[src/hdl/sfcs_regs.vh]
`ifndef SFCS_REGS_VH
`define SFCS_REGS_VH

// Timing in its own units; cycle counts are derived here, rounded up to whole clock periods
`define SFCS_CLK_PERIOD_NS 50
`define SFCS_CLEAR_TIME_NS 1000000
`define SFCS_PROG_MIN_NS 500
`define SFCS_PROG_MIN_CYC ((`SFCS_PROG_MIN_NS + `SFCS_CLK_PERIOD_NS - 1) / `SFCS_CLK_PERIOD_NS)
`define SFCS_CLEAR_CYC ((`SFCS_CLEAR_TIME_NS + `SFCS_CLK_PERIOD_NS - 1) / `SFCS_CLK_PERIOD_NS)

// Configuration clock: half period in system cycles
`define SFCS_CONFIG_CLOCK_OUT_HALF 8'h08

// Flash read sequence
`define SFCS_CMD_READ 8'h03
`define SFCS_START_ADDR 24'h00_0000
`define SFCS_CMD_LAST 6'h1f

// Synchroniser reset value
`define SFCS_SYNC_RST 12'h000

`endif

[src/hdl/sfcs_sync.v]
`default_nettype none

// Three-stage synchroniser; a change counts once stages two and three agree
module sfcs_sync #(
    parameter W = 1
) (
    input wire clock,
    input wire srst,
    input wire [W-1:0] d_in,
    output reg [W-1:0] q_out
);

reg [W-1:0] s1_reg;
reg [W-1:0] s2_reg;
reg [W-1:0] s3_reg;
integer i;

always @(posedge clock) begin
    if (srst) begin
        s1_reg <= {W{1'b0}};
        s2_reg <= {W{1'b0}};
        s3_reg <= {W{1'b0}};
        q_out <= {W{1'b0}};
    end else begin
        s1_reg <= d_in;
        s2_reg <= s1_reg;
        s3_reg <= s2_reg;
        for (i = 0; i < W; i = i + 1) begin
            if (s2_reg[i] == s3_reg[i]) begin
                q_out[i] <= s3_reg[i];
            end
        end
    end
end

endmodule // sfcs_sync

`default_nettype wire

[src/hdl/sfcs_clkdiv.v]
`default_nettype none

// Configuration clock divider with rise and fall enable pulses
module sfcs_clkdiv #(
    parameter [7:0] HALF = 8'h08
) (
    input wire clock,
    input wire srst,
    input wire run,
    output reg clk_out,
    output wire rise_en,
    output wire fall_en
);

reg [7:0] cnt_reg;
wire wrap;

assign wrap = run && (cnt_reg == HALF - 8'h01);
assign rise_en = wrap && !clk_out;
assign fall_en = wrap && clk_out;

// Stopped clock rests low so the first edge seen by the flash is a rise
always @(posedge clock) begin
    if (srst || !run) begin
        cnt_reg <= 8'h00;
        clk_out <= 1'b0;
    end else if (wrap) begin
        cnt_reg <= 8'h00;
        clk_out <= !clk_out;
    end else begin
        cnt_reg <= cnt_reg + 8'h01;
    end
end

endmodule // sfcs_clkdiv

`default_nettype wire

[src/hdl/sfcs_top.v]
`include "sfcs_regs.vh"
`default_nettype none

module sfcs_top #(
    parameter CLEAR_CYCLES = `SFCS_CLEAR_CYC
) (
    input wire clock,
    input wire srst,
    input wire por_vccint_ok,
    input wire por_vccaux_ok,
    input wire por_vcco_ok,
    input wire reprogram_n,
    input wire init_in,
    input wire [2:0] mode_sel,
    input wire [2:0] variant_sel,
    input wire flash_miso,
    input wire core_crc_error,
    input wire core_load_done,
    input wire core_chain_pass,
    output wire init_out,
    output wire init_oe,
    output wire done_out,
    output wire done_oe,
    output reg flash_select_n,
    output wire flash_select_oe,
    output reg flash_mosi,
    output wire flash_mosi_oe,
    output wire config_clock_out,
    output wire config_clock_oe,
    output reg chain_out,
    output wire chain_oe,
    output reg bit_data,
    output reg bit_valid,
    output reg [2:0] mode_latched,
    output reg [2:0] variant_latched,
    output wire pins_hiz,
    output wire configured,
    output wire config_failed
);

////////////////////////////////////////////////////////////////////////////////
// States

localparam [3:0] S_POR = 4'h0;
localparam [3:0] S_CLEAR = 4'h1;
localparam [3:0] S_RELEASE = 4'h2;
localparam [3:0] S_SELECT = 4'h3;
localparam [3:0] S_CMD = 4'h4;
localparam [3:0] S_LOAD = 4'h5;
localparam [3:0] S_DONE = 4'h6;
localparam [3:0] S_FAIL = 4'h7;
localparam [3:0] S_HOLD = 4'h8;

// Clear count is 16 bits wide; a longer clear time needs a wider counter
localparam [31:0] PROG_MIN_W = `SFCS_PROG_MIN_CYC;
localparam [4:0] PROG_MIN = PROG_MIN_W[4:0];
localparam [31:0] CLEAR_LAST_W = CLEAR_CYCLES - 1;
localparam [15:0] CLEAR_LAST = CLEAR_LAST_W[15:0];
localparam [7:0] CMD_READ = `SFCS_CMD_READ;

////////////////////////////////////////////////////////////////////////////////
// Pin synchronisers

wire [11:0] pin_raw;
wire [11:0] pin_s;
wire por_ok;
wire prog_s;
wire init_s;
wire miso_s;
wire [2:0] mode_s;
wire [2:0] variant_s;

assign pin_raw = {variant_sel, mode_sel, flash_miso, init_in, reprogram_n,
    por_vcco_ok, por_vccaux_ok, por_vccint_ok};

sfcs_sync #(
    .W(12)
) u_sync (
    .clock(clock),
    .srst(srst),
    .d_in(pin_raw),
    .q_out(pin_s)
);

assign por_ok = &pin_s[2:0];
assign prog_s = pin_s[3];
assign init_s = pin_s[4];
assign miso_s = pin_s[5];
assign mode_s = pin_s[8:6];
assign variant_s = pin_s[11:9];

////////////////////////////////////////////////////////////////////////////////
// Registers

reg [3:0] state_reg;
reg [3:0] state_next;
reg [4:0] prog_cnt_reg;
reg [15:0] clr_cnt_reg;
reg [5:0] bit_cnt_reg;
reg [31:0] shift_reg;

wire prog_long;
wire config_clock_out_run;
wire config_clock_out_rise;
wire config_clock_out_fall;

// Short glitches on reprogram are ignored; only a full-length low counts
assign prog_long = (prog_cnt_reg >= PROG_MIN);

////////////////////////////////////////////////////////////////////////////////
// Configuration clock

assign config_clock_out_run = (state_reg == S_CMD) || (state_reg == S_LOAD);

sfcs_clkdiv #(
    .HALF(`SFCS_CONFIG_CLOCK_OUT_HALF)
) u_config_clock_out (
    .clock(clock),
    .srst(srst),
    .run(config_clock_out_run),
    .clk_out(config_clock_out),
    .rise_en(config_clock_out_rise),
    .fall_en(config_clock_out_fall)
);

////////////////////////////////////////////////////////////////////////////////
// State machine

always @* begin
    state_next = state_reg;
    case (state_reg)
    S_POR: begin
        if (por_ok && prog_s) begin
            state_next = S_CLEAR;
        end
    end
    S_CLEAR: begin
        if (clr_cnt_reg == CLEAR_LAST) begin
            state_next = S_RELEASE;
        end
    end
    S_RELEASE: begin
        // External parties may stretch this by holding init low
        if (init_s) begin
            state_next = S_SELECT;
        end
    end
    S_SELECT: begin
        state_next = S_CMD;
    end
    S_CMD: begin
        if (config_clock_out_rise && (bit_cnt_reg == `SFCS_CMD_LAST)) begin
            state_next = S_LOAD;
        end
    end
    S_LOAD: begin
        if (core_crc_error) begin
            state_next = S_FAIL;
        end else if (core_load_done) begin
            state_next = S_DONE;
        end
    end
    S_DONE: begin
        state_next = S_DONE;
    end
    S_FAIL: begin
        // No retry: only reprogram or a power loss leaves this state
        state_next = S_FAIL;
    end
    S_HOLD: begin
        if (prog_s) begin
            state_next = S_CLEAR;
        end
    end
    default: begin
        state_next = S_POR;
    end
    endcase
    if (!por_ok) begin
        state_next = S_POR;
    end else if (!prog_s && prog_long) begin
        state_next = S_HOLD;
    end
end

always @(posedge clock) begin
    if (srst) begin
        state_reg <= S_POR;
        bit_cnt_reg <= 6'h00;
        shift_reg <= 32'h0000_0000;
        flash_select_n <= 1'b1;
        flash_mosi <= 1'b0;
        chain_out <= 1'b0;
        bit_data <= 1'b0;
        bit_valid <= 1'b0;
    end else begin
        state_reg <= state_next;
        bit_valid <= 1'b0;

        case (state_reg)
        S_SELECT: begin
            // Command loaded once per configuration attempt
            flash_select_n <= 1'b0;
            shift_reg <= {CMD_READ, `SFCS_START_ADDR};
            flash_mosi <= CMD_READ[7];
            bit_cnt_reg <= 6'h00;
        end
        S_CMD: begin
            if (config_clock_out_rise) begin
                bit_cnt_reg <= bit_cnt_reg + 6'h01;
            end
            if (config_clock_out_fall) begin
                shift_reg <= {shift_reg[30:0], 1'b0};
                flash_mosi <= shift_reg[30];
            end
        end
        S_LOAD: begin
            flash_mosi <= 1'b0;
            // Deselect with the state change so the end state starts idle
            if (core_crc_error || core_load_done) begin
                flash_select_n <= 1'b1;
            end
            if (config_clock_out_rise) begin
                bit_data <= miso_s;
                bit_valid <= 1'b1;
                if (core_chain_pass) begin
                    chain_out <= miso_s;
                end
            end
        end
        default: begin
            flash_select_n <= 1'b1;
            flash_mosi <= 1'b0;
        end
        endcase
    end
end

////////////////////////////////////////////////////////////////////////////////
// Counters and latches

// Low time saturates so a long hold never wraps back into a short one
always @(posedge clock) begin
    if (srst || prog_s) begin
        prog_cnt_reg <= 5'h00;
    end else if (!prog_long) begin
        prog_cnt_reg <= prog_cnt_reg + 5'h01;
    end
end

// Clear time restarts from zero on every entry to the clear phase
always @(posedge clock) begin
    if (srst || (state_reg != S_CLEAR)) begin
        clr_cnt_reg <= 16'h0000;
    end else begin
        clr_cnt_reg <= clr_cnt_reg + 16'h0001;
    end
end

// Mode pins are taken once, on the edge where released init is seen
always @(posedge clock) begin
    if (srst) begin
        mode_latched <= 3'h0;
        variant_latched <= 3'h0;
    end else if ((state_reg == S_RELEASE) && init_s) begin
        mode_latched <= mode_s;
        variant_latched <= variant_s;
    end
end

////////////////////////////////////////////////////////////////////////////////
// Pin drivers

// Open-drain pins only ever drive low; release lets the pull-up decide
assign pins_hiz = (state_reg == S_HOLD);
assign init_out = 1'b0;
assign init_oe = (state_reg == S_CLEAR) || (state_reg == S_FAIL);
assign done_out = 1'b0;
assign done_oe = !pins_hiz && (state_reg != S_DONE);
assign flash_select_oe = !pins_hiz;
assign flash_mosi_oe = !pins_hiz;
assign config_clock_oe = !pins_hiz;
assign chain_oe = !pins_hiz;
assign configured = (state_reg == S_DONE);
assign config_failed = (state_reg == S_FAIL);

endmodule // sfcs_top

`default_nettype wire

[config.mk]
export PLATFORM = sky130hd
export DESIGN_NAME = sfcs_top
export DESIGN_NICKNAME = d
export VERILOG_FILES = /design/src/hdl/sfcs_sync.v /design/src/hdl/sfcs_clkdiv.v /design/src/hdl/sfcs_top.v
export VERILOG_INCLUDE_DIRS = /design/src /design/src/hdl
export SDC_FILE = /design/constraint.sdc
export NUM_CORES = 1
export LEC_CHECK = 0
export BUFFER_PORTS_ARGS = -buffer_cell sky130_fd_sc_hd__buf_2
export CORE_ASPECT_RATIO = 1.4
export CORE_MARGIN = 1
export CORE_UTILIZATION = 35
export CTS_CLUSTER_SIZE = 40
export DETAILED_ROUTE_END_ITERATION = 16
export PLACE_DENSITY = 0.59
export SLEW_MARGIN = 20
export SYNTH_ARGS = -nofsm -noshare
export SYNTH_HDL_FRONTEND = slang
export SYNTH_SLANG_ARGS = --single-unit
[constraint.sdc]
create_clock -name clock -period 3.73 [get_ports clock]
set_clock_uncertainty 0.05 [all_clocks]
set_input_delay 0.1865 -clock clock [delete_from_list [all_inputs] [get_ports clock]]
set_output_delay 0.1865 -clock clock [all_outputs]
set_load 0.005 [all_outputs]
## Word-level counts from Yosys, hierarchy flattened

Cells that the tools add are included.

- Logic and storage cells: 127
- Register bits after elaboration: 130

- $lt $le $gt $ge: 1
- Multiplexer cells: 16
- Equality and inequality tests: 40
- $add $sub $neg: 4
- Bitwise gates (word level): 3
- Reduce and logical (&&, ||, !) cells: 33

Operator list:

| operator | count |
|---|---|
| 31-bit case mux with 2 select lines | 1 |
| 4-bit case mux with 9 select lines | 1 |
| 4-bit 2-to-1 mux | 8 |
| 31-bit 2-to-1 mux | 1 |
| 16-bit by 1-bit adder with 16-bit output, second input constant | 1 |
| 16-bit by 15-bit equality test with 1-bit output, second input constant | 1 |
| 4-bit by 3-bit equality test with 1-bit output, second input constant | 4 |
| 1-bit equality test | 12 |
| 6-bit case mux with 2 select lines | 1 |
| 6-bit AND reduction | 2 |
| 3-bit != test, second input constant | 3 |
| 8-bit by 1-bit adder with 8-bit output, second input constant | 1 |
| 4-bit by 2-bit equality test with 1-bit output, second input constant | 2 |
| 8-bit by 3-bit equality test with 1-bit output, second input constant | 1 |
| 1-bit logical AND | 8 |
| 2-bit by 1-bit != test with 1-bit output, second input constant | 4 |
| 2-bit != test, second input constant | 4 |
| 4-bit by 3-bit != test with 1-bit output, second input constant | 2 |
| 2-bit AND reduction | 4 |
| 2-bit OR reduction | 4 |
| 6-bit by 1-bit adder with 6-bit output, second input constant | 1 |
| 6-bit by 5-bit equality test with 1-bit output, second input constant | 1 |
| 1-bit logical OR | 6 |
| 6-bit 2-to-1 mux | 1 |
| 15 further kinds | 23 |

## Longest topological paths before layout

Gate-level depths: netlist of run 1.

- Depth in word-level cells: 8
- Mapped depth: 6
- Mapped depth without buffers: 6

## Modules after synthesis

From an unflattened synthesis of run 1, not the netlist that was laid out.

- Cell total of the unflattened synthesis: 424
- Area total of the unflattened synthesis: 4028.9 um2

Modules (own cells, without submodules):

| module | sequential area each (um2) | instances | cells an instance | area each (um2) |
|---|---|---|---|---|
| sfcs_top | 980.9 | 1 | 254 | 2215.9 |
| sfcs_sync | 960.9 | 1 | 125 | 1420.1 |
| sfcs_clkdiv | 180.2 | 1 | 45 | 392.9 |

## Worst setup path after synthesis of run 1

No wires, ideal clock.

- Kind: register to register
- Start: register clr_cnt_reg[8]
- End: register state_reg[1]
- Cell stages (with the launch flop): 5
- Slack: 1596 ps
- Path buffers: 0
- Library setup time: 100 ps
- Arrival: 1984 ps
- Cell sequence: dfxtp_1 -> or4b_1 -> o41a_1 -> or4_4 -> a2111oi_4

- Longest elaborated chain between the ends: 3

RTL lines:

| element | line | source |
|---|---|---|
| from (decl) | sfcs_top.v:98 | `reg [15:0] clr_cnt_reg;` |
| from (signal assigned) | sfcs_top.v:256 | `clr_cnt_reg <= clr_cnt_reg + 16'h0001;` |
| 16-bit by 15-bit equality test with 1-bit output | sfcs_top.v:138 | `if (clr_cnt_reg == CLEAR_LAST) begin` |
| 2-bit != test (no line) | n/a |  |
| 6-bit AND reduction (no line) | n/a |  |
| to (signal assigned) | sfcs_top.v:197 | `state_reg <= state_next;` |
| to (decl) | sfcs_top.v:95 | `reg [3:0] state_reg;` |

Every way passes these cells.
A chain may end at the register's enable or synchronous reset.

## Final worst setup path of run 1

- Start: register state_reg[2]
- End: register bit_cnt_reg[5]

- Longest elaborated chain between the ends: 6

RTL lines:

| element | line | source |
|---|---|---|
| 4-bit by 3-bit equality test with 1-bit output, on equally long branches | sfcs_top.v:113, sfcs_top.v:200 |  |
| 1-bit logical OR | sfcs_top.v:113 | `assign config_clock_out_run = (state_reg == S_CMD) \|\| (state_reg == S_LOAD);` |
| 1-bit logical AND | sfcs_clkdiv.v:18 | `assign wrap = run && (cnt_reg == HALF - 8'h01);` |
| 1-bit logical AND | sfcs_clkdiv.v:19 | `assign rise_en = wrap && !clk_out;` |
| 2-bit != test (no line) | n/a |  |
| 2-bit AND reduction (no line) | n/a |  |
| to (signal assigned) | sfcs_top.v:210 | `bit_cnt_reg <= bit_cnt_reg + 6'h01;` |
| to (decl) | sfcs_top.v:99 | `reg [5:0] bit_cnt_reg;` |

Several ways; a longest one is shown, not always the timed one.

==> flow_summary.toml, run 1 <==
[power]
intPower_w = 0.00166
power_frac_seq_pct = 53.4
total_power_w = 0.00217
power_leakage_nw = 1.78
p_comb_share_pct = 2.4
p_per_area_nw_per_um2 = 452
power.share.clock_pct = 44.2
netSwitchingFraction_pct = 23.4
ir_worst_vdd_mv = 0.229
switchingPower_w = 0.000507

[yosys]
synthArstFlopShare_pct = 0
ys_seq_area_share_pct = 52.1
ys_ff_latch = 106
synth_cells = 433
avgSynthCellArea_um2 = 9.41
ys_warn_count = 0
synth_flop_cell = "dfxtp_1"
syn_area_um2 = 4070
ys_types = 52
synth_edf_count = 0

[die]
design.die.area_um2 = 12100
core_area_um2 = 11300
rows = 46
fp.dieH_um = 130
floorplan.initialDensity_pct = 35.9
pin_count = 40
die_w_um = 93.2

[clock_network]
cts_max_path_buffers = 2
cts_setup_buffers = 0
htreeDepth = 3
cts_root_buf = "clkbuf_16"
clk_latency_ps = 350
clk_pin_slew_ps = 80
cts_tree = "yes"
cts_sinks = 106
numCtsBuffers = 9

[detailed_routing]
detail-route-antenna-nets = 0
drtPass1Iterations = 4
drtIter0Drc = 108
via_per_inst = 4.99
routed_wl_mm = 7.68
avgRoutedWirePerCell_um = 12.3
route.vias.total = 3104
drc = 0

[timing]
worstMarginPinSlew_ps = 1060
fmax_mhz = 423
relSlewSlack_pct = 29.2
setup_violations = 0
fin_setup_tns_ps = 0
hold_violations = 0
slew_violations = 0
fin_crit_ps = 2360
rsz0062_at_grt = "false"
timing.final.crit_share_pct = 63.3

[global_route]
grt_max_degree = 58
grt.total_usage_pct = 13.5
grt_pass1_wl_mm = 12.8
antenna_found_initial = 0
grt_pass1_vias = 2746
gr-total-overflow = 0

[setup_path]
worstPathArrival_ps = 2590
cp_num_buf_inv = 0
required_ps = 3960
cpMaxStageDelayCell = "nor4b_2"
slowest_delay_ps = 920
rr_startpoint = "state_reg[2]"
worstPathMaxFanout = 13
reg2regPathDepth = 4
r2r-end = "bit_cnt_reg[5]"
crit_type = "flop to flop"
regToRegSetupSlack_ps = 1370
path_cells = "nor4b_2 > nand4_1 > or3_1 > a21oi_1"
cp_top_family = "simple AND/OR/NAND/NOR gates"
endpoint_kind = "flop"
cp-start-kind = "flop"

[cells_and_area]
most-common-layout-cells = "106 x dfxtp_1, 40 x nor2_1, 37 x buf_2, 36 x nor2b_1, 33 x nand2_1"
layout-drive-gt1-share_pct = 13.8
synthToLayoutAreaGrowth_pct = 17.8
fin_cells = 622
final_common_cell = "dfxtp_1"
layout.nets = 495
largest_reg_flops = 16
final_area_um2 = 4800
diodes = 0

[hold_path]
holdPathEnd = "u_sync.s1_reg[5]"
hold_path_startpoint = "flash_miso"
holdPathStages = 2
min_path_type = "primary input to flop"

[placed_design]
routabilityCongestion = 0.797
io_buffers = 37
place_inst = 595
post_dp_cell_area_um2 = 4360
detailed_place_hpwl_mm = 5.44

[status]
status = "complete, no violations"

[job]
drv_cap = 0
## kinds of logic after synthesis
logic type | after synthesis | share of synthesized area [%]
AO/OA/AOI/OAI | 67 | 10.7
XOR/XNOR | 20 | 4.30
adder cells (fa/ha/maj) | 5 | 1.54
buffers and inverters | 35 | 3.75
flip-flops | 106 | 52.1
multiplexers | 10 | 2.46
other | 1 | 0.0920
AND/OR/NAND/NOR | 189 | 25.1
## per-layer routing
metal	routed length, um	share of wire [%]	global-route usage (%)	up-vias
li1	-	-	-	1584
met1	3440	45	15.7	1446
met2	3770	49	22.6	54
met3	228	3.0	3.76	20
met4	236	3.1	7.15	0
met5	0	0	0	-
## worst max path at each step
stage                               start             end  cells past startpoint
2_1_floorplan              clr_cnt_reg[8]    state_reg[1]                      4
3_3_place_gp   u_config_clock_out.clk_out  bit_cnt_reg[4]                      4
3_5_place_dp   u_config_clock_out.clk_out  bit_cnt_reg[4]                      4
4_1_cts        u_config_clock_out.clk_out  bit_cnt_reg[4]                      4
5_1_grt                      state_reg[2]  bit_cnt_reg[5]                      4
6_report                     state_reg[2]  bit_cnt_reg[5]                      4
## cells in the mapped netlist, types with 3 or more instances
master,instances,share of area [%]
nand2b_1,3,0.46
dfxtp_1,106,52
nor4b_1,3,0.65
buf_4,5,0.92
or4_1,4,0.74
nand4_1,12,1.8
ha_1,5,1.5
nor3_1,8,0.98
nand2_1,33,3.0
nor4_1,7,1.1
nor2_1,40,3.7
mux2i_1,10,2.5
a21oi_1,25,3.1
xor2_1,9,1.9
o21ai_0,19,2.3
xnor2_1,11,2.4
clkbuf_1,15,1.4
nor2b_1,36,5.5
o31ai_1,4,0.74
and3_1,4,0.61
or3_1,6,0.92
nand3_1,18,2.2
nor4bb_1,3,0.74
inv_1,11,1.0
## what timing repair did
action	4_1_cts	5_1_grt
gates resized for setup	0	0
setup endpoints to repair	0	0
hold buffers	11	0
hold endpoints to repair	11	0
## power groups by stage
stage | registers (W) | logic (W) | clock network [W]
5_1_grt | 0.00116 | 0.0000592 | 0.00104
2_1_floorplan | 0.00118 | 0.0000322 | 0
3_3_place_gp | 0.00119 | 0.0000432 | 0
4_1_cts | 0.00116 | 0.0000529 | 0.000995
3_5_place_dp | 0.00119 | 0.0000441 | 0
6_report | 0.00116 | 0.0000521 | 0.000960
## cell type report
cell class	instances	area, um2
repair buffers	51	318
inverters	12	45.0
multi-input cells	293	1820
flip-flops and latches	106	2120
clock buffers	9	225
fillers	1107	6540
clock inverters	7	91.3
well taps	144	180
## metrics by stage
stage / utilization, % / hold WS [ps] / setup slack (ps)
final: 42.3 / 30.8 / 1370
after global routing: 42.3 / 19.4 / 1140
after CTS: 42.3 / 29.5 / 1330
after detailed placement: 38.5 / 350 / 1330
after global placement: 38.5 / 343 / 1380
after floorplan: - / 265 / 1600
(Power assumes the default switching activity.)
==> inputs of run 2 (changes only) <==
Clock period 3.73 ns to 2.2 ns, I/O delays scaled along.
==> run 2 against run 1 <==
  * Non-clock buffer count increased by 14
  * Count of clock-buffer cells in the layout unchanged
  * Wire length decreased by 1.9%
  * Hold slack improved by 57 ps
  * Via count rose by 0.32%
  * Worst setup slack got worse by 1400 ps
  * Sequential power grew 69%
  * Critical endpoint is now state_reg[1]
  * Largest cell class unchanged
==> flow_summary.toml, run 2 (synthesis gave the netlist of run 1 again) <==
[timing]
rsz0062_at_grt = "true"
setup_violations = 0
slew_violations = 0
worstMarginPinSlew_ps = 703
holdWs_ps = 87.5
relSlewSlack_pct = 52.5
fin_setup_tns_ps = 0
hold_violations = 0
fin_crit_ps = 2200
timing.final.crit_share_pct = 99.8
fmax_mhz = 455

[detailed_routing]
drtPass1Iterations = 7
via_per_inst = 4.90
routed_wl_mm = 7.53
route.vias.total = 3114
drc = 0
drtIter0Drc = 184
avgRoutedWirePerCell_um = 11.8
detail-route-antenna-nets = 0

[setup_path]
worstPathArrival_ps = 2400
required_ps = 2400
endpoint_kind = "flop"
reg2regPathDepth = 4
cp_num_buf_inv = 0
regToRegSetupSlack_ps = 4
cp-start-kind = "flop"
rr_startpoint = "clr_cnt_reg[5]"
r2r-end = "state_reg[1]"
worstPathMaxFanout = 6
crit_start = "clr_cnt_reg[5]"
cp_top_family = "simple AND/OR/NAND/NOR gates"
path_cells = "or4_1 > o41a_1 > or4_4 > a2111oi_4"
cpMaxStageDelayCell = "or4_1"
crit_type = "flop to flop"
slowest_delay_ps = 510

[cells_and_area]
multi_input_area_um2 = 1810
layout.nets = 509
layout-drive-gt1-share_pct = 16.1
fill_cells = 1068
most-common-layout-cells = "105 x dfxtp_1, 40 x nor2_1, 37 x buf_2, 36 x nor2b_1, 33 x nand2_1"
final_common_cell = "dfxtp_1"
synthToLayoutAreaGrowth_pct = 20.2
diodes = 0
seq_area_um2 = 2120
largest_reg_flops = 16

[clock_network]
cts_sinks = 106
cts_root_buf = "clkbuf_16"
numCtsBuffers = 9
clk_pin_slew_ps = 80
cts_max_path_buffers = 2
htreeDepth = 3
cts_tree = "yes"
clk_latency_ps = 340

[die]
die_w_um = 93.2
core_area_um2 = 11300
fp.dieH_um = 130
pin_count = 40
rows = 46
design.die.area_um2 = 12100
floorplan.initialDensity_pct = 35.9

[hold_path]
min_path_type = "primary input to flop"
holdPathStages = 4
holdPathEnd = "chain_out"
hold_path_startpoint = "core_chain_pass"

[placed_design]
detailed_place_hpwl_mm = 5.27
routabilityCongestion = 0.808
io_buffers = 37

[power]
power_leakage_nw = 1.85
ir_worst_vdd_mv = 0.428
p_per_area_nw_per_um2 = 750

[global_route]
antenna_found_initial = 0
grt_pass1_wl_mm = 12.8
grt_max_degree = 58
grt_pass1_vias = 2855
grt.total_usage_pct = 13.5
gr-total-overflow = 0

[status]
status = "complete, no violations"

[job]
drv_cap = 0
run 2: changes by cell type in the layout (fill, tap and decap cells not counted), sizes merged:
cell / delta
buf: +13
clkinv: -1
dlygate4sd3: +1
inv: +1
run 2: how the worst max path moves through the flow:
| stage | to | cells past startpoint |
|---|---|---|
| after floorplan | state_reg[1] | 4 |
| after global placement | state_reg[1] | 4 |
| after detailed placement | state_reg[1] | 4 |
| after CTS | state_reg[1] | 4 |
| after global routing | state_reg[1] | 4 |
| final | state_reg[1] | 4 |
run 2: repair_timing:
| action | in CTS | in global routing |
|---|---|---|
| endpoints found under the setup margin | 0 | 1 |
| resized for setup | 0 | 1 |
| hold buffers | 12 | 0 |
| buffers inserted | 0 | 0 |
| hold endpoints to repair | 12 | 0 |
run 2: area by class of cell:
class | count | share of cell area, %
Clock buffer | 9 | 4.60
Clock inverter | 7 | 1.81
Inverter | 12 | 0.920
Multi-Input combinational cell | 293 | 36.9
Sequential cell | 106 | 43.4
Tap cell | 144 | 3.68
Timing Repair Buffer | 65 | 8.69
run 2: power breakdown:
part	internal [W]	switching [W]
sequential	0.00195	0.0000155
combinational	0.0000487	0.0000416
clock	0.000827	0.000791
total	0.00282	0.000848
run 2: tightest hold or removal path: stages:
cell	delay (ps)
buf_2	110
nand4_1	90
mux2i_1	70
nor2_1	70
run 2: metrics by stage:
| step | std cells | util [%] | setup WS [ps] | total power, W | cell area (um2) |
|---|---|---|---|---|---|
| global route | 636 | 43.2 | -67.8 | 0.00384 | 4900 |
| finish | 636 | 43.2 | 4.09 | 0.00367 | 4900 |
| CTS | 636 | 43.2 | 2.00 | 0.00373 | 4900 |
| detailed placement | 608 | 39.4 | 19.5 | 0.00208 | 4460 |
| global placement | 608 | 39.4 | 49.4 | 0.00208 | 4460 |
| floorplan | 434 | - | 66.5 | 0.00206 | 4080 |
run 2: layer usage:
layer	wire length (um)	share of wire [%]	up-vias	global-route usage (%)
met1	3410	45	1429	15.8
met5	0	0	-	0
met3	220	2.9	14	3.87
li1	-	-	1615	-
met2	3670	49	56	22.1
met4	222	2.9	0	7.51
